$ cat src/core/tgs_params.svh
// tgs_params.svh: offsets, field positions, reset values, codes, timing
// assumes: included by bare name from core/ design files
`ifndef TGS_PARAMS_SVH
`define TGS_PARAMS_SVH

// ----
// register indices (byte address = index * 4)
// ----
`define TGS_IDX_GEN   6'h0c
`define TGS_IDX_GPO   6'h0d
`define TGS_IDX_POLL  6'h0e
`define TGS_IDX_LSTA  6'h10
`define TGS_IDX_LSTB  6'h30
`define TGS_IDX_ISTS  6'h14
`define TGS_IDX_IMSK  6'h15

// ----
// field positions and writable masks
// ----
`define TGS_GEN_CLK_HI 7
`define TGS_GEN_CLK_LO 5
`define TGS_GEN_LOCKINF 4
`define TGS_GEN_PAGAIN 2
`define TGS_GEN_STBY   1
`define TGS_GEN_XSEL   0
`define TGS_LST_EN     0
`define TGS_LST_CH_LO  1
`define TGS_LST_CH_HI  3
`define TGS_LST_RES    4
`define TGS_MSK_GEN   8'hf7
`define TGS_MSK_GPO   8'h0f
`define TGS_MSK_POLL  8'hff
`define TGS_MSK_LST   8'h1f
`define TGS_MSK_IRQ   8'h07

// ----
// reset values
// ----
`define TGS_RST_GEN   8'h00
`define TGS_RST_GPO   8'h00
`define TGS_RST_POLL  8'hff
`define TGS_RST_LST   8'h00
`define TGS_RST_IRQ   8'h00

// ----
// codes
// ----
`define TGS_CLK_OFF   3'h7
`define TGS_DIV_6     8'h02
`define TGS_DIV_5     8'h04
`define TGS_DIV_4     8'h08
`define TGS_DIV_3     8'h10
`define TGS_DIV_2     8'h28
`define TGS_DIV_1     8'h50
`define TGS_DIV_0     8'ha0
`define TGS_DIV_NONE  8'h00
`define TGS_POLL_OFF  8'hff
`define TGS_GPO_TXEN  4'h1
`define TGS_GPO_LOK   4'h2
`define TGS_GPO_LFAIL 4'h3
`define TGS_GPO_XPD   4'h4
`define TGS_GPO_OVFA  4'h5
`define TGS_GPO_QSF   4'h6
`define TGS_GPO_ENGY  4'h7
`define TGS_GPO_ANY   4'h8
`define TGS_GPO_OVFB  4'h9
`define TGS_GPO_LSTB  4'ha
`define TGS_GPO_LSTA  4'hb
`define TGS_GPO_BUSY  4'hc
`define TGS_IRQ_FAIL  0
`define TGS_IRQ_OK    1
`define TGS_IRQ_POLL  2
`define TGS_RESP_OK   2'h0
`define TGS_RESP_ERR  2'h2

// ----
// timing
// ----
`define TGS_CLK_MHZ   20
`define TGS_LOCK_NS   130000

`endif

$ cat src/core/tgs_pkg.sv
// tgs_pkg: types shared by the configuration block
// assumes: nothing beyond a SystemVerilog compiler
package tgs_pkg;
  // lock detector sequence
  typedef enum logic [1:0] {TGS_LK_IDLE, TGS_LK_WAIT, TGS_LK_DONE} tgs_lock_st_t;
  // register selector from the address decoder
  typedef enum logic [2:0] {
    TGS_R_GEN, TGS_R_GPO, TGS_R_POLL, TGS_R_LSTA, TGS_R_LSTB,
    TGS_R_ISTS, TGS_R_IMSK, TGS_R_NONE
  } tgs_reg_t;
endpackage : tgs_pkg

$ cat src/core/tgs_lock_timer.sv
// tgs_lock_timer: synthesizer lock detect with optional timeout
// assumes: start is a one-cycle pulse, locked is synchronous to clk_i
`timescale 1ns/1ps
`include "tgs_params.svh"
module tgs_lock_timer #(
  parameter int LOCK_NS = `TGS_LOCK_NS
) (
  // clock and reset
  input  logic clk_i,
  input  logic rst_n_i,
  // control
  input  logic start_i,
  input  logic locked_i,
  input  logic unlimited_i,
  // result
  output logic ok_o,
  output logic fail_o,
  output logic ok_evt_o,
  output logic fail_evt_o
);
  localparam int LOCK_CYC = (LOCK_NS * `TGS_CLK_MHZ) / 1000;
  localparam int CNT_W    = $clog2(LOCK_CYC + 1);

  tgs_pkg::tgs_lock_st_t st_q, st_d;
  logic [CNT_W-1:0]      cnt_q, cnt_d;
  logic                  ok_d, fail_d, oke_d, fle_d;

  // next state; a restart drops the previous verdict
  always_comb begin
    st_d   = st_q;
    cnt_d  = cnt_q;
    ok_d   = ok_o;
    fail_d = fail_o;
    oke_d  = 1'b0;
    fle_d  = 1'b0;
    if (start_i) begin
      st_d   = tgs_pkg::TGS_LK_WAIT;
      cnt_d  = '0;
      ok_d   = 1'b0;
      fail_d = 1'b0;
    end else begin
      case (st_q)
        tgs_pkg::TGS_LK_WAIT: begin
          if (locked_i) begin
            st_d  = tgs_pkg::TGS_LK_DONE;
            ok_d  = 1'b1;
            oke_d = 1'b1;
          end else if (!unlimited_i && cnt_q == CNT_W'(LOCK_CYC - 1)) begin
            st_d   = tgs_pkg::TGS_LK_DONE;
            fail_d = 1'b1;
            fle_d  = 1'b1;
          end else if (!unlimited_i) begin
            cnt_d = cnt_q + 1'b1;
          end // unlimited waits here without counting
        end
        default: st_d = st_q;
      endcase
    end
  end

  // state registers
  always_ff @(posedge clk_i) begin
    if (!rst_n_i) begin
      st_q       <= tgs_pkg::TGS_LK_IDLE;
      cnt_q      <= '0;
      ok_o       <= 1'b0;
      fail_o     <= 1'b0;
      ok_evt_o   <= 1'b0;
      fail_evt_o <= 1'b0;
    end else begin
      st_q       <= st_d;
      cnt_q      <= cnt_d;
      ok_o       <= ok_d;
      fail_o     <= fail_d;
      ok_evt_o   <= oke_d;
      fail_evt_o <= fle_d;
    end
  end
endmodule : tgs_lock_timer

$ cat src/core/tgs_regs.sv
// tgs_regs: transceiver general options, output pin routing, poll timer
// and listen configuration, reached over AXI4-Lite
// assumes: all status inputs and the 1 Hz tick are synchronous to clk_i
//
// Register access over AXI4-Lite was chosen for this implementation.
`timescale 1ns/1ps
`include "tgs_params.svh"
module tgs_regs #(
  parameter int ADDR_W  = 8,
  parameter int LOCK_NS = `TGS_LOCK_NS
) (
  // clock and reset
  input  logic              clk_i,
  input  logic              rst_n_i,
  // axi4-lite write
  input  logic [ADDR_W-1:0] s_axi_awaddr_i,
  input  logic              s_axi_awvalid_i,
  output logic              s_axi_awready_o,
  input  logic [31:0]       s_axi_wdata_i,
  input  logic [3:0]        s_axi_wstrb_i,
  input  logic              s_axi_wvalid_i,
  output logic              s_axi_wready_o,
  output logic [1:0]        s_axi_bresp_o,
  output logic              s_axi_bvalid_o,
  input  logic              s_axi_bready_i,
  // axi4-lite read
  input  logic [ADDR_W-1:0] s_axi_araddr_i,
  input  logic              s_axi_arvalid_i,
  output logic              s_axi_arready_o,
  output logic [31:0]       s_axi_rdata_o,
  output logic [1:0]        s_axi_rresp_o,
  output logic              s_axi_rvalid_o,
  input  logic              s_axi_rready_i,
  // radio status inputs
  input  logic              lock_start_i,
  input  logic              pll_locked_i,
  input  logic              tick_1hz_i,
  input  logic              listen_a_act_i,
  input  logic              listen_b_act_i,
  input  logic              listen_a_ovf_i,
  input  logic              listen_b_ovf_i,
  input  logic              energy_det_i,
  input  logic              qstart_fail_i,
  input  logic              adc_busy_i,
  input  logic              tx_en_i,
  input  logic [2:0]        quiet_chan_i,
  // configuration outputs
  output logic [7:0]        sys_div_o,
  output logic              sys_clk_off_o,
  output logic              xtal_run_o,
  output logic              crystal_frequency_select_o,
  output logic              pa_gain2_o,
  output logic              listen_a_en_o,
  output logic              listen_a_res_100ms_o,
  output logic [2:0]        rx_permit_a_o,
  output logic              listen_b_en_o,
  output logic              listen_b_res_100ms_o,
  output logic [2:0]        rx_permit_b_o,
  // status outputs
  output logic              general_output_pin_o,
  output logic              poll_wake_o,
  output logic              lock_fail_o,
  output logic              lock_ok_o,
  output logic              irq_o
);

  // ----
  // decode helpers
  // ----
  // address to register, used by both the write and the read path
  function automatic tgs_pkg::tgs_reg_t reg_of(input logic [ADDR_W-1:0] a);
    logic [5:0] idx;
    idx = a[7:2];
    reg_of = tgs_pkg::TGS_R_NONE;
    if (a[1:0] == 2'h0) begin
      case (idx)
        `TGS_IDX_GEN:  reg_of = tgs_pkg::TGS_R_GEN;
        `TGS_IDX_GPO:  reg_of = tgs_pkg::TGS_R_GPO;
        `TGS_IDX_POLL: reg_of = tgs_pkg::TGS_R_POLL;
        `TGS_IDX_LSTA: reg_of = tgs_pkg::TGS_R_LSTA;
        `TGS_IDX_LSTB: reg_of = tgs_pkg::TGS_R_LSTB;
        `TGS_IDX_ISTS: reg_of = tgs_pkg::TGS_R_ISTS;
        `TGS_IDX_IMSK: reg_of = tgs_pkg::TGS_R_IMSK;
        default:       reg_of = tgs_pkg::TGS_R_NONE;
      endcase
    end
  endfunction : reg_of

  // clock select code to divide ratio, zero when stopped
  function automatic logic [7:0] div_of(input logic [2:0] c);
    case (c)
      3'h6:    div_of = `TGS_DIV_6;
      3'h5:    div_of = `TGS_DIV_5;
      3'h4:    div_of = `TGS_DIV_4;
      3'h3:    div_of = `TGS_DIV_3;
      3'h2:    div_of = `TGS_DIV_2;
      3'h1:    div_of = `TGS_DIV_1;
      3'h0:    div_of = `TGS_DIV_0;
      default: div_of = `TGS_DIV_NONE;
    endcase
  endfunction : div_of

  // ----
  // register file and bus slave
  // ----
  logic [7:0]        gen_q, gen_d, gpo_q, gpo_d, poll_q, poll_d;
  logic [7:0]        lsta_q, lsta_d, lstb_q, lstb_d, ists_q, ists_d, imsk_q, imsk_d;
  logic              awh_q, awh_d, wh_q, wh_d, bv_q, bv_d, rv_q, rv_d;
  logic [ADDR_W-1:0] awa_q, awa_d;
  logic [7:0]        wd_q, wd_d;
  logic              wb0_q, wb0_d;
  logic [1:0]        br_q, br_d, rr_q, rr_d;
  logic [31:0]       rd_q, rd_d;
  logic              wr_go;
  logic [7:0]        ev;
  logic              lk_ok_evt, lk_fail_evt, wake_q;
  tgs_pkg::tgs_reg_t wsel, rsel;

  // handshakes are combinational; one address and one data word are held
  assign s_axi_awready_o = !awh_q;
  assign s_axi_wready_o  = !wh_q;
  assign s_axi_arready_o = !rv_q;
  assign s_axi_bvalid_o  = bv_q;
  assign s_axi_bresp_o   = br_q;
  assign s_axi_rvalid_o  = rv_q;
  assign s_axi_rresp_o   = rr_q;
  assign s_axi_rdata_o   = rd_q;
  assign wsel  = reg_of(awa_q);
  assign rsel  = reg_of(s_axi_araddr_i);
  assign wr_go = awh_q && wh_q && !bv_q;
  // hardware events feeding the sticky status
  assign ev = {5'h00, wake_q, lk_ok_evt, lk_fail_evt};

  // next values of registers and bus state
  always_comb begin
    gen_d  = gen_q;
    gpo_d  = gpo_q;
    poll_d = poll_q;
    lsta_d = lsta_q;
    lstb_d = lstb_q;
    imsk_d = imsk_q;
    ists_d = (ists_q | ev) & `TGS_MSK_IRQ;
    awh_d  = awh_q;
    awa_d  = awa_q;
    wh_d   = wh_q;
    wd_d   = wd_q;
    wb0_d  = wb0_q;
    bv_d   = bv_q;
    br_d   = br_q;
    rv_d   = rv_q;
    rr_d   = rr_q;
    rd_d   = rd_q;
    if (s_axi_awvalid_i && !awh_q) begin
      awh_d = 1'b1;
      awa_d = s_axi_awaddr_i;
    end
    if (s_axi_wvalid_i && !wh_q) begin
      wh_d  = 1'b1;
      wd_d  = s_axi_wdata_i[7:0];
      wb0_d = s_axi_wstrb_i[0];
    end
    if (bv_q && s_axi_bready_i) begin
      bv_d = 1'b0;
    end
    // write commits once both halves are held and no response is pending
    if (wr_go) begin
      awh_d = 1'b0;
      wh_d  = 1'b0;
      bv_d  = 1'b1;
      br_d  = (wsel == tgs_pkg::TGS_R_NONE) ? `TGS_RESP_ERR : `TGS_RESP_OK;
      if (wb0_q) begin
        case (wsel)
          tgs_pkg::TGS_R_GEN:  gen_d  = wd_q & `TGS_MSK_GEN;
          tgs_pkg::TGS_R_GPO:  gpo_d  = wd_q & `TGS_MSK_GPO;
          tgs_pkg::TGS_R_POLL: poll_d = wd_q & `TGS_MSK_POLL;
          tgs_pkg::TGS_R_LSTA: lsta_d = wd_q & `TGS_MSK_LST;
          tgs_pkg::TGS_R_LSTB: lstb_d = wd_q & `TGS_MSK_LST;
          tgs_pkg::TGS_R_IMSK: imsk_d = wd_q & `TGS_MSK_IRQ;
          // write one to clear; a same-cycle event still sets
          tgs_pkg::TGS_R_ISTS: ists_d = ((ists_q & ~wd_q) | ev) & `TGS_MSK_IRQ;
          default:             gen_d  = gen_q;
        endcase
      end
    end
    if (rv_q && s_axi_rready_i) begin
      rv_d = 1'b0;
    end
    if (s_axi_arvalid_i && !rv_q) begin
      rv_d = 1'b1;
      rr_d = (rsel == tgs_pkg::TGS_R_NONE) ? `TGS_RESP_ERR : `TGS_RESP_OK;
      case (rsel)
        tgs_pkg::TGS_R_GEN:  rd_d = {24'h000000, gen_q};
        tgs_pkg::TGS_R_GPO:  rd_d = {24'h000000, gpo_q};
        tgs_pkg::TGS_R_POLL: rd_d = {24'h000000, poll_q};
        tgs_pkg::TGS_R_LSTA: rd_d = {24'h000000, lsta_q};
        tgs_pkg::TGS_R_LSTB: rd_d = {24'h000000, lstb_q};
        tgs_pkg::TGS_R_ISTS: rd_d = {24'h000000, ists_q};
        tgs_pkg::TGS_R_IMSK: rd_d = {24'h000000, imsk_q};
        default:             rd_d = 32'h00000000;
      endcase
    end
  end

  // register file flops
  always_ff @(posedge clk_i) begin
    if (!rst_n_i) begin
      gen_q  <= `TGS_RST_GEN;
      gpo_q  <= `TGS_RST_GPO;
      poll_q <= `TGS_RST_POLL;
      lsta_q <= `TGS_RST_LST;
      lstb_q <= `TGS_RST_LST;
      ists_q <= `TGS_RST_IRQ;
      imsk_q <= `TGS_RST_IRQ;
      awh_q  <= 1'b0;
      awa_q  <= '0;
      wh_q   <= 1'b0;
      wd_q   <= 8'h00;
      wb0_q  <= 1'b0;
      bv_q   <= 1'b0;
      br_q   <= `TGS_RESP_OK;
      rv_q   <= 1'b0;
      rr_q   <= `TGS_RESP_OK;
      rd_q   <= 32'h00000000;
    end else begin
      gen_q  <= gen_d;
      gpo_q  <= gpo_d;
      poll_q <= poll_d;
      lsta_q <= lsta_d;
      lstb_q <= lstb_d;
      ists_q <= ists_d;
      imsk_q <= imsk_d;
      awh_q  <= awh_d;
      awa_q  <= awa_d;
      wh_q   <= wh_d;
      wd_q   <= wd_d;
      wb0_q  <= wb0_d;
      bv_q   <= bv_d;
      br_q   <= br_d;
      rv_q   <= rv_d;
      rr_q   <= rr_d;
      rd_q   <= rd_d;
    end
  end

  assign irq_o = |(ists_q & imsk_q);

  // ----
  // lock detector
  // ----
  tgs_lock_timer #(
    .LOCK_NS (LOCK_NS)
  ) u_lock (
    .clk_i       (clk_i),
    .rst_n_i     (rst_n_i),
    .start_i     (lock_start_i),
    .locked_i    (pll_locked_i),
    .unlimited_i (gen_q[`TGS_GEN_LOCKINF]),
    .ok_o        (lock_ok_o),
    .fail_o      (lock_fail_o),
    .ok_evt_o    (lk_ok_evt),
    .fail_evt_o  (lk_fail_evt)
  );

  // ----
  // noise floor poll timer
  // ----
  logic [7:0] pcnt_q, pcnt_d;
  logic       wake_d, poll_en;

  // runs only in listen mode with the crystal up and polling enabled
  assign poll_en = (poll_q != `TGS_POLL_OFF) && gen_q[`TGS_GEN_STBY]
                   && (lsta_q[`TGS_LST_EN] || lstb_q[`TGS_LST_EN]);

  // next count; an interval of zero wakes on every tick
  always_comb begin
    pcnt_d = pcnt_q;
    wake_d = 1'b0;
    if (!poll_en) begin
      pcnt_d = 8'h00;
    end else if (tick_1hz_i) begin
      if (pcnt_q + 8'h01 >= poll_q) begin
        pcnt_d = 8'h00;
        wake_d = 1'b1;
      end else begin
        pcnt_d = pcnt_q + 8'h01;
      end
    end
  end

  // poll flops
  always_ff @(posedge clk_i) begin
    if (!rst_n_i) begin
      pcnt_q <= 8'h00;
      wake_q <= 1'b0;
    end else begin
      pcnt_q <= pcnt_d;
      wake_q <= wake_d;
    end
  end

  assign poll_wake_o = wake_q;

  // ----
  // output routing
  // ----
  logic       pin_d;
  logic [2:0] pa_d, pb_d;

  // pin source select; spare codes fall to the off level
  always_comb begin
    case (gpo_q[3:0])
      `TGS_GPO_TXEN:  pin_d = tx_en_i;
      `TGS_GPO_LOK:   pin_d = lock_ok_o;
      `TGS_GPO_LFAIL: pin_d = lock_fail_o;
      `TGS_GPO_XPD:   pin_d = !gen_q[`TGS_GEN_STBY];
      `TGS_GPO_OVFA:  pin_d = listen_a_ovf_i;
      `TGS_GPO_QSF:   pin_d = qstart_fail_i;
      `TGS_GPO_ENGY:  pin_d = energy_det_i;
      `TGS_GPO_ANY:   pin_d = listen_a_act_i || listen_b_act_i;
      `TGS_GPO_OVFB:  pin_d = listen_b_ovf_i;
      `TGS_GPO_LSTB:  pin_d = listen_b_act_i;
      `TGS_GPO_LSTA:  pin_d = listen_a_act_i;
      `TGS_GPO_BUSY:  pin_d = adc_busy_i;
      default:        pin_d = 1'b0;
    endcase
    pa_d = lsta_q[`TGS_LST_CH_HI:`TGS_LST_CH_LO] & quiet_chan_i;
    pb_d = lstb_q[`TGS_LST_CH_HI:`TGS_LST_CH_LO] & quiet_chan_i;
  end

  // outputs are flopped so the pins never glitch on a register write
  always_ff @(posedge clk_i) begin
    if (!rst_n_i) begin
      general_output_pin_o       <= 1'b0;
      sys_div_o                  <= `TGS_DIV_0;
      sys_clk_off_o              <= 1'b0;
      xtal_run_o                 <= 1'b0;
      crystal_frequency_select_o <= 1'b0;
      pa_gain2_o                 <= 1'b0;
      listen_a_en_o              <= 1'b0;
      listen_a_res_100ms_o       <= 1'b0;
      rx_permit_a_o              <= 3'h0;
      listen_b_en_o              <= 1'b0;
      listen_b_res_100ms_o       <= 1'b0;
      rx_permit_b_o              <= 3'h0;
    end else begin
      general_output_pin_o       <= pin_d;
      sys_div_o                  <= div_of(gen_q[`TGS_GEN_CLK_HI:`TGS_GEN_CLK_LO]);
      sys_clk_off_o              <= gen_q[`TGS_GEN_CLK_HI:`TGS_GEN_CLK_LO] == `TGS_CLK_OFF;
      xtal_run_o                 <= gen_q[`TGS_GEN_STBY];
      crystal_frequency_select_o <= gen_q[`TGS_GEN_XSEL];
      pa_gain2_o                 <= gen_q[`TGS_GEN_PAGAIN];
      listen_a_en_o              <= lsta_q[`TGS_LST_EN];
      listen_a_res_100ms_o       <= lsta_q[`TGS_LST_RES];
      rx_permit_a_o              <= pa_d;
      listen_b_en_o              <= lstb_q[`TGS_LST_EN];
      listen_b_res_100ms_o       <= lstb_q[`TGS_LST_RES];
      rx_permit_b_o              <= pb_d;
    end
  end
endmodule : tgs_regs

$ cat config.mk
export PLATFORM = sky130hd
export DESIGN_NAME = tgs_regs
export DESIGN_NICKNAME = d
export VERILOG_FILES = /design/src/core/tgs_pkg.sv /design/src/core/tgs_lock_timer.sv /design/src/core/tgs_regs.sv
export VERILOG_INCLUDE_DIRS = /design/src /design/src/core
export SDC_FILE = /design/constraint.sdc
export NUM_CORES = 1
export LEC_CHECK = 0
export BUFFER_PORTS_ARGS = -buffer_cell sky130_fd_sc_hd__buf_2
export CAP_MARGIN = 20
export CORE_MARGIN = 2
export CORE_UTILIZATION = 57
export DETAILED_ROUTE_END_ITERATION = 7
export GPL_TIMING_DRIVEN = 0
export PLACE_DENSITY_LB_ADDON = 0.2
export SETUP_SLACK_MARGIN = 0.15
export SYNTH_ARGS = -nofsm -noshare
export SYNTH_HDL_FRONTEND = slang
export SYNTH_HIERARCHICAL = 1
export SYNTH_SLANG_ARGS = --single-unit
$ cat constraint.sdc
create_clock -name clk_i -period 6.6 [get_ports clk_i]
set_input_delay 0.99 -clock clk_i [delete_from_list [all_inputs] [get_ports clk_i]]
set_output_delay 0.99 -clock clk_i [all_outputs]
set_load 0.01 [all_outputs]
==> reports/summary.log, run 1 <==
[pwr] clock network fraction of total power 51.8%
[layout] filler-free cell count of the finished design 870
[worst_setup_path] first element of the critical path pcnt_q[0]
[worst_setup_path] Reg-to-Reg Start pcnt_q[0]
[sta] Clock Skew 0.0109 ns
[worst_setup_path] Worst Setup Path Type reg2reg
[layout] ant diodes 0
[die] number of top-level pins 141
[layout] number of filler instances in the final layout 721
[synth] most area-consuming cells after synthesis dfxtp_1, nand2_1, mux2i_1
[sta] worst slew pin tran 0.779 ns
[pwr] Switching Fraction 23.0%
[clock_tree] TritonCTS clock tree built
[synth] async set-or-reset flop fraction in the synthesized netlist 0%
[clock_tree] clock transition at the registers of the reported paths 0.05 ns
[synth] cell with the most instances after synthesis dfxtp_1
[pwr] power share of the sequential group 41.9%
[synth] Syn Area/Cell 8.65 µm²
[synth] number of warnings printed during yosys synthesis 6
[clock_tree] Max clock buf depth 2
[sta] Final Hold Violating Endpoints 0
[hold_path] min-delay worst type reg2reg
[worst_setup_path] Critical Path Start Type register
[run] max-cap violations 0
[pwr] peak ir drop on the vdd network 170 µV
[clock_tree] post-CTS setup buffers 0
[routing] remaining antenna violation count 0
[clock_tree] Worst-Skew Late Latency 0.51 ns
[hold_path] HP Start u_lock/ok_evt_o
[synth] most common library cells after synthesis dfxtp_1, nand2_1, nor2_1, a21oi_1, buf_4
[synth] post-synthesis register bit count 115
[routing] Via-to-Cell Ratio 5.64
[worst_setup_path] worst endpoint data arrival time 3.17 ns
[routing] count of vias placed by the detailed router 4,907
[sta] Max Clock Freq 0.366 GHz
[sta] PnR worst setup slack 3.87 ns
[pwr] Comb pwr share 6.3%
[pwr] Net Sw Power 394 µW
[global_route] maximum number of pins on one net before global-route repair 17
[place] placer's final routability congestion estimate 0.943
[worst_setup_path] critical path required time 7.03 ns
[routing] TritonRoute pass-1 iters 5
[synth] leading register cell type out of synthesis dfxtp_1
[place] Post-Place Setup Slack 3.73 ns
[die] Placement Rows 35
[synth] proportion of netlist area held by the largest area contributor 43.1%
[clock_tree] hold buffer count at CTS 0
[synth] Syn Inst Count 617
[sta] fin. max-slew vios 0
[die] die span in x 101 µm
[global_route] Remaining Overflow, GRT 0
[sta] Sum Neg Setup Slack 0 ns
[routing] iteration-0 DRC count of the detailed router 276
[synth] sequential fraction of the synthesis area 43.1%
[die] floorplan die height 101 µm
[clock_tree] CTS buffer count 17
[global_route] initial antenna violation count 0
[clock_tree] Sink Count 115
[die] Std-Cell Core Area 9150 µm²
[clock_tree] clock root buffer clkbuf_8
[global_route] first-pass GRT wire length 21,600 µm
[place] detailed placement HPWL 9920 µm
[sta] final count of negative-setup-slack endpoints 0
[outcome] outcome completed
[clock_tree] Resize count post-CTS 0
[pwr] Pwr Density 261 nW/µm²
[global_route] vias in the first global route 4,619
[sta] fin crit period 2.73 ns
[die] floorplan die area 10,200 µm²
[worst_setup_path] Critical Path Sink Type register
[routing] remaining design rule violation count 0
[synth] library cells used by synthesis 64
[global_route] GRT Total Usage 27.1%
[place] placed cell count 838
[sta] Final period util 41.4%
[synth] number of flops mapped to enable cells by yosys 0
[layout] synth-to-layout area growth 23.2%
[layout] share of post-route cells with drive strength above 1 20.8%
[synth] cell type with the highest aggregate area in the netlist dfxtp_1
[clock_tree] number of levels in the clock H-tree 4
[routing] post-detailed-routing wire length 13,400 µm
[routing] DR WL/cell 15.4 µm
[place] # port buffers 84
[sta] Slew Limit Headroom 47.9%
[synth] post-synthesis cell area 5340 µm²
[die] starting density of the core 58.3%
[pwr] leakage dissipation 0.00302 µW
[pwr] cell internal power dissipation 1320 µW
[layout] net count of the finished layout 829
[sta] unrepaired setup endpoints after global routing no
[worst_setup_path] critical path fanouts, max 5
path summary, 6_finish.rpt:
kind	slack (ns)	to	depth (start not counted)
worst max-delay path	3.87	pcnt_q[0]	11
worst min-delay path	0.44	ists_q[1]	1
worst max register to register	3.87	pcnt_q[0]	11
worst min register to register	0.44	ists_q[1]	1
flip-flops by register name, summed over array words and instances (netlist names), 4 cells and up:
name	flops
gen_q	7
gpo_q	4
awa_q	8
s_axi_rdata_o	8
wd_q	8
lsta_q	5
sys_div_o	7
lstb_q	5
poll_q	8
u_lock/cnt_q	12
pcnt_q	8
through the flow:
step / cell area [µm²] / power, µW / utilization (%) / hold slack [ns]
2_1_floorplan: 5440 / 800 / - / 0.418
3_3_place_gp: 6000 / 834 / 65.5 / 0.422
3_5_place_dp: 6000 / 838 / 65.5 / 0.429
4_1_cts: 6580 / 1720 / 71.9 / 0.441
5_1_grt: 6580 / 1770 / 71.9 / 0.447
6_report: 6580 / 1710 / 71.9 / 0.438
cells by family (layout without fill, tap and decap cells):
| kind of cell | Yosys count | in the layout | share of synthesized area, % |
|---|---|---|---|
| other | 1 | 27 | 0.0702 |
| DFF | 115 | 115 | 43.1 |
| muxes | 27 | 27 | 5.32 |
| and+or+nand+nor | 244 | 244 | 22.6 |
| AOI/OAI and AO/OA | 120 | 120 | 15.5 |
| buffers and inverters | 79 | 195 | 7.55 |
| adders and majority gates | 10 | 10 | 2.34 |
| xor gates and xnor gates | 21 | 21 | 3.45 |
placed cells by master (no fill, tap or decap), types with 4 or more instances in the layout:
| cell type | count |
|---|---|
| buf_2 | 88 |
| clkbuf_16 | 16 |
| o21ai_1 | 8 |
| xnor2_1 | 8 |
| a21o_1 | 5 |
| o21ai_0 | 12 |
| nor2b_1 | 9 |
| o211ai_1 | 9 |
| a31o_1 | 4 |
| a21oi_1 | 31 |
| and3_1 | 18 |
| nor2_1 | 66 |
| nand3_1 | 13 |
| mux2i_1 | 25 |
| or3_1 | 4 |
| dfxtp_1 | 115 |
| nor3_1 | 10 |
| and2_1 | 7 |
| a22o_1 | 7 |
| conb_1 | 27 |
| clkbuf_1 | 26 |
| o21a_1 | 5 |
| buf_4 | 27 |
| clkinv_2 | 5 |
| ha_1 | 10 |
| nand2_1 | 73 |
| nor4_1 | 7 |
| o221ai_1 | 4 |
| nand4_1 | 13 |
| xor2_1 | 13 |
| inv_1 | 20 |
| a21boi_0 | 4 |
metal layers:
metal  wire (µm)  part of all wire [%]  up-vias  GRT usage, %
li1            -                     -     2382             -
met1        5720                    43     2247          33.3
met2        6160                    46      229          44.9
met3        1010                   7.6       49          5.55
met4         495                   3.7        0          13.9
met5           0                     0        -             0
area by class of cell:
type / count / area (µm²) / share of cell area (%)
multi-input cells: 449 / 2730 / 41.5
flip-flops and latches: 115 / 2300 / 35.0
repair buffers: 84 / 420 / 6.39
clock buffers: 18 / 418 / 6.35
plain buffers: 58 / 324 / 4.93
clock inverters: 14 / 164 / 2.49
well taps: 111 / 139 / 2.11
inverters: 21 / 78.8 / 1.20
worst max-delay path, stage by stage, from the launching register on:
cell and delay, ns:
dfxtp_1 0.39, ha_1 0.21, and3_1 0.24, nand3_1 0.11, xnor2_1 0.14, ha_1 0.29
and3_1 0.16, a221o_1 0.29, a21oi_1 0.13, o21ai_1 0.14, or3_1 0.36, a21oi_1 0.18
power groups by stage:
stage          clock network, µW  registers [µW]  logic (µW)
5_1_grt                      928             719         120
2_1_floorplan                  0             729        71.7
4_1_cts                      897             717         107
3_3_place_gp                   0             731         103
3_5_place_dp                   0             732         106
6_report                     888             718         109
Power figures use the tool's default switching activity.
==> inputs of run 2 (changes only) <==
Settings changed: CORE_UTILIZATION 57 to 48.
Clock period 6.6 ns to 2.44 ns, I/O delays scaled along.
==> reports/summary.log, run 2 (synthesis gave the netlist of run 1 again) <==
[outcome] outcome finished with violations
[outcome] failing checks setup timing
[global_route] met3 demand-to-capacity share in global routing 5.75% [+0.20 points]
[routing] remaining antenna violation count 0 [unchanged]
[global_route] GRT Total Usage 24.2% [-2.9 points]
[die] floorplan die height 109 µm [+8.6%]
[routing] DR WL/cell 15.4 µm [about the same]
[layout] most frequent standard cell in the layout excluding fill and tap cells dfxtp_1
[routing] Via-to-Cell Ratio 5.34 [-5.3%]
[place] # port buffers 84 [unchanged]
[place] placed cell count 867 [+3.5%]
[worst_setup_path] cell breakdown of the critical path ha_4, and3_4, nand3_2, xnor2_1, ha_1, and3_4, a221o_1, a21oi_2, o21ai_2, or3_1, a21oi_2
[worst_setup_path] critical path fanouts, max 5 [unchanged]
[die] Placement Rows 38 [+8.6%]
[worst_setup_path] first element of the critical path pcnt_q[0]
[die] die span in x 109 µm [+8.6%]
[clock_tree] Worst-Skew Late Latency 0.54 ns [+0.03 ns]
[sta] unrepaired setup endpoints after global routing yes
[pwr] peak ir drop on the vdd network 533 µV [+210%]
[clock_tree] clock root buffer clkbuf_8
[layout] filler-free cell count of the finished design 907 [+4.3%]
[layout] net count of the finished layout 837 [+0.97%]
[worst_setup_path] Reg-to-Reg Start pcnt_q[0]
[sta] Final Hold Violating Endpoints 0 [unchanged]
[worst_setup_path] Worst Setup Path Type reg2reg
[worst_setup_path] Critical Path Sink Type register
[layout] utilization of the core after routing 63.3% [-8.6 points]
[hold_path] min-delay worst type in2reg
[global_route] most heavily used metal layer in global routing met2
[routing] count of vias placed by the detailed router 4,844 [-1.3%]
[global_route] maximum number of pins on one net before global-route repair 17 [unchanged]
[worst_setup_path] Top Family by Delay on Critical Path simple AND/OR/NAND/NOR gates
[pwr] Tot Pwr 5040 µW [+190%]
[global_route] Remaining Overflow, GRT 0 [unchanged]
[place] Post-Place Setup Slack -0.155 ns [-3.89 ns]
[pwr] leakage dissipation 0.00311 µW [+3.2%]
[layout] share of post-route cells with drive strength above 1 24.1% [+3.3 points]
[run] max-cap violations 0 [unchanged]
[layout] Largest Register u_lock/cnt_q
[worst_setup_path] buffers and inverters on the worst path 0 [unchanged]
[sta] Clock Skew 0.00762 ns [-0.00325 ns]
[routing] TritonRoute pass-1 iters 6 [+1]
[global_route] met1 track demand over resource 29.7% [-3.6 points]
[clock_tree] TritonCTS clock tree built
[sta] fin crit period 2.49 ns [-0.244 ns]
[worst_setup_path] Critical Path Start Type register
[layout] leading cell types in the layout, fill and taps excluded dfxtp_1, buf_2, nand2_1, nor2_1, buf_4
[sta] PnR worst setup slack -0.0489 ns [-3.92 ns]
[sta] fin. max-slew vios 0 [unchanged]
[die] Std-Cell Core Area 10,800 µm² [+18%]
[place] placer's final routability congestion estimate 0.843 [-11%]
[sta] Slew Limit Headroom 51.9% [+3.9 points]
[clock_tree] clock transition at the registers of the reported paths 0.05 ns [about the same]
[routing] iteration-0 DRC count of the detailed router 231 [-16%]
[global_route] initial antenna violation count 0 [unchanged]
[routing] remaining design rule violation count 0 [unchanged]
[die] starting density of the core 49.2% [-9.1 points]
[clock_tree] Sink Count 115 [unchanged]
[worst_setup_path] worst-path cell with the longest stage delay dfxtp_4
[clock_tree] CTS buffer count 17 [unchanged]
[worst_setup_path] critical path required time 2.89 ns [-4.14 ns]
[pwr] Pwr Density 735 nW/µm² [+180%]
[routing] post-detailed-routing wire length 14,000 µm [+4.3%]
[sta] worst slew pin tran 0.720 ns [-0.0589 ns]
[die] floorplan die area 12,000 µm² [+18%]
[global_route] vias in the first global route 4,569 [-1.1%]
[worst_setup_path] worst endpoint data arrival time 2.94 ns [-0.23 ns]
[global_route] first-pass GRT wire length 21,900 µm [+1.5%]
[sta] Final period util 102% [+61 points]
[clock_tree] number of levels in the clock H-tree 4 [unchanged]
[sta] final count of negative-setup-slack endpoints 1 [+1]
[layout] number of flip-flops in the largest register 12 [unchanged]
[worst_setup_path] worst setup slack for register-to-register paths -0.05 ns [-3.92 ns]
[die] number of top-level pins 141 [unchanged]
[sta] Max Clock Freq 0.402 GHz [+9.8%]
[layout] synth-to-layout area growth 28.5%
[global_route] met2 Use GR 40.8% [-4.0 points]
[worst_setup_path] delay of the slowest cell on the worst path 0.37 ns [-0.02 ns]
[hold_path] HP Start s_axi_rready_i
[clock_tree] Max clock buf depth 2 [unchanged]
[place] detailed placement HPWL 10,200 µm [+3.1%]
[layout] ant diodes 0 [unchanged]
run 2: changes by cell type in the layout (fill, tap and decap cells not counted), sizes merged:
cell | before | now
clkinvlp | 3 | 1
buf | 117 | 125
clkinv | 9 | 3
bufinv | 3 | 5
clkbuf | 43 | 49
run 2: worst paths after layout:
kind	end	cells after the start
min reg2reg	ists_q[0]	1
max reg2reg	pcnt_q[0]	11
min	s_axi_rvalid_o	2
max	pcnt_q[0]	11
run 2: report_power, final:
group | leakage (µW) | switching, µW | internal [µW]
clock | 0.000333 | 852 | 1950
sequential | 0.000934 | 32.0 | 1910
combinational | 0.00185 | 177 | 121
run 2: timing repair:
action                                  CTS  global route
gates resized for setup                  10             5
hold buffers                              0             0
endpoints found under the setup margin    9            26
pin swaps                                 9             3
buffers inserted                          6             2
endpoints found under the hold margin     0             0
run 2: per-stage QoR:
stage / instance area [µm²] / TNS (ns) / hold WS, ns
floorplan: 5470 / 0 / 0.418
global placement: 6060 / -0.0322 / 0.424
detailed placement: 6060 / -0.429 / 0.426
CTS: 6830 / -0.0239 / 0.00293
global route: 6860 / -0.558 / 0.0133
finish: 6860 / -0.0489 / 0.0153
run 2: cell type report:
cell class / instances / area, µm²
fill: 916 / 3980
multi-input combinational: 449 / 2810
sequential: 115 / 2310
clock buffer: 24 / 510
timing repair buffer: 92 / 480
buffer: 58 / 325
tap: 140 / 175
clock inverter: 8 / 168
inverter: 21 / 78.8
run 2: routing by layer:
metal | vias up | wire, µm
met5 | - | 0
met4 | 0 | 247
met3 | 19 | 887
met2 | 162 | 6760
met1 | 2271 | 6060
li1 | 2392 | -
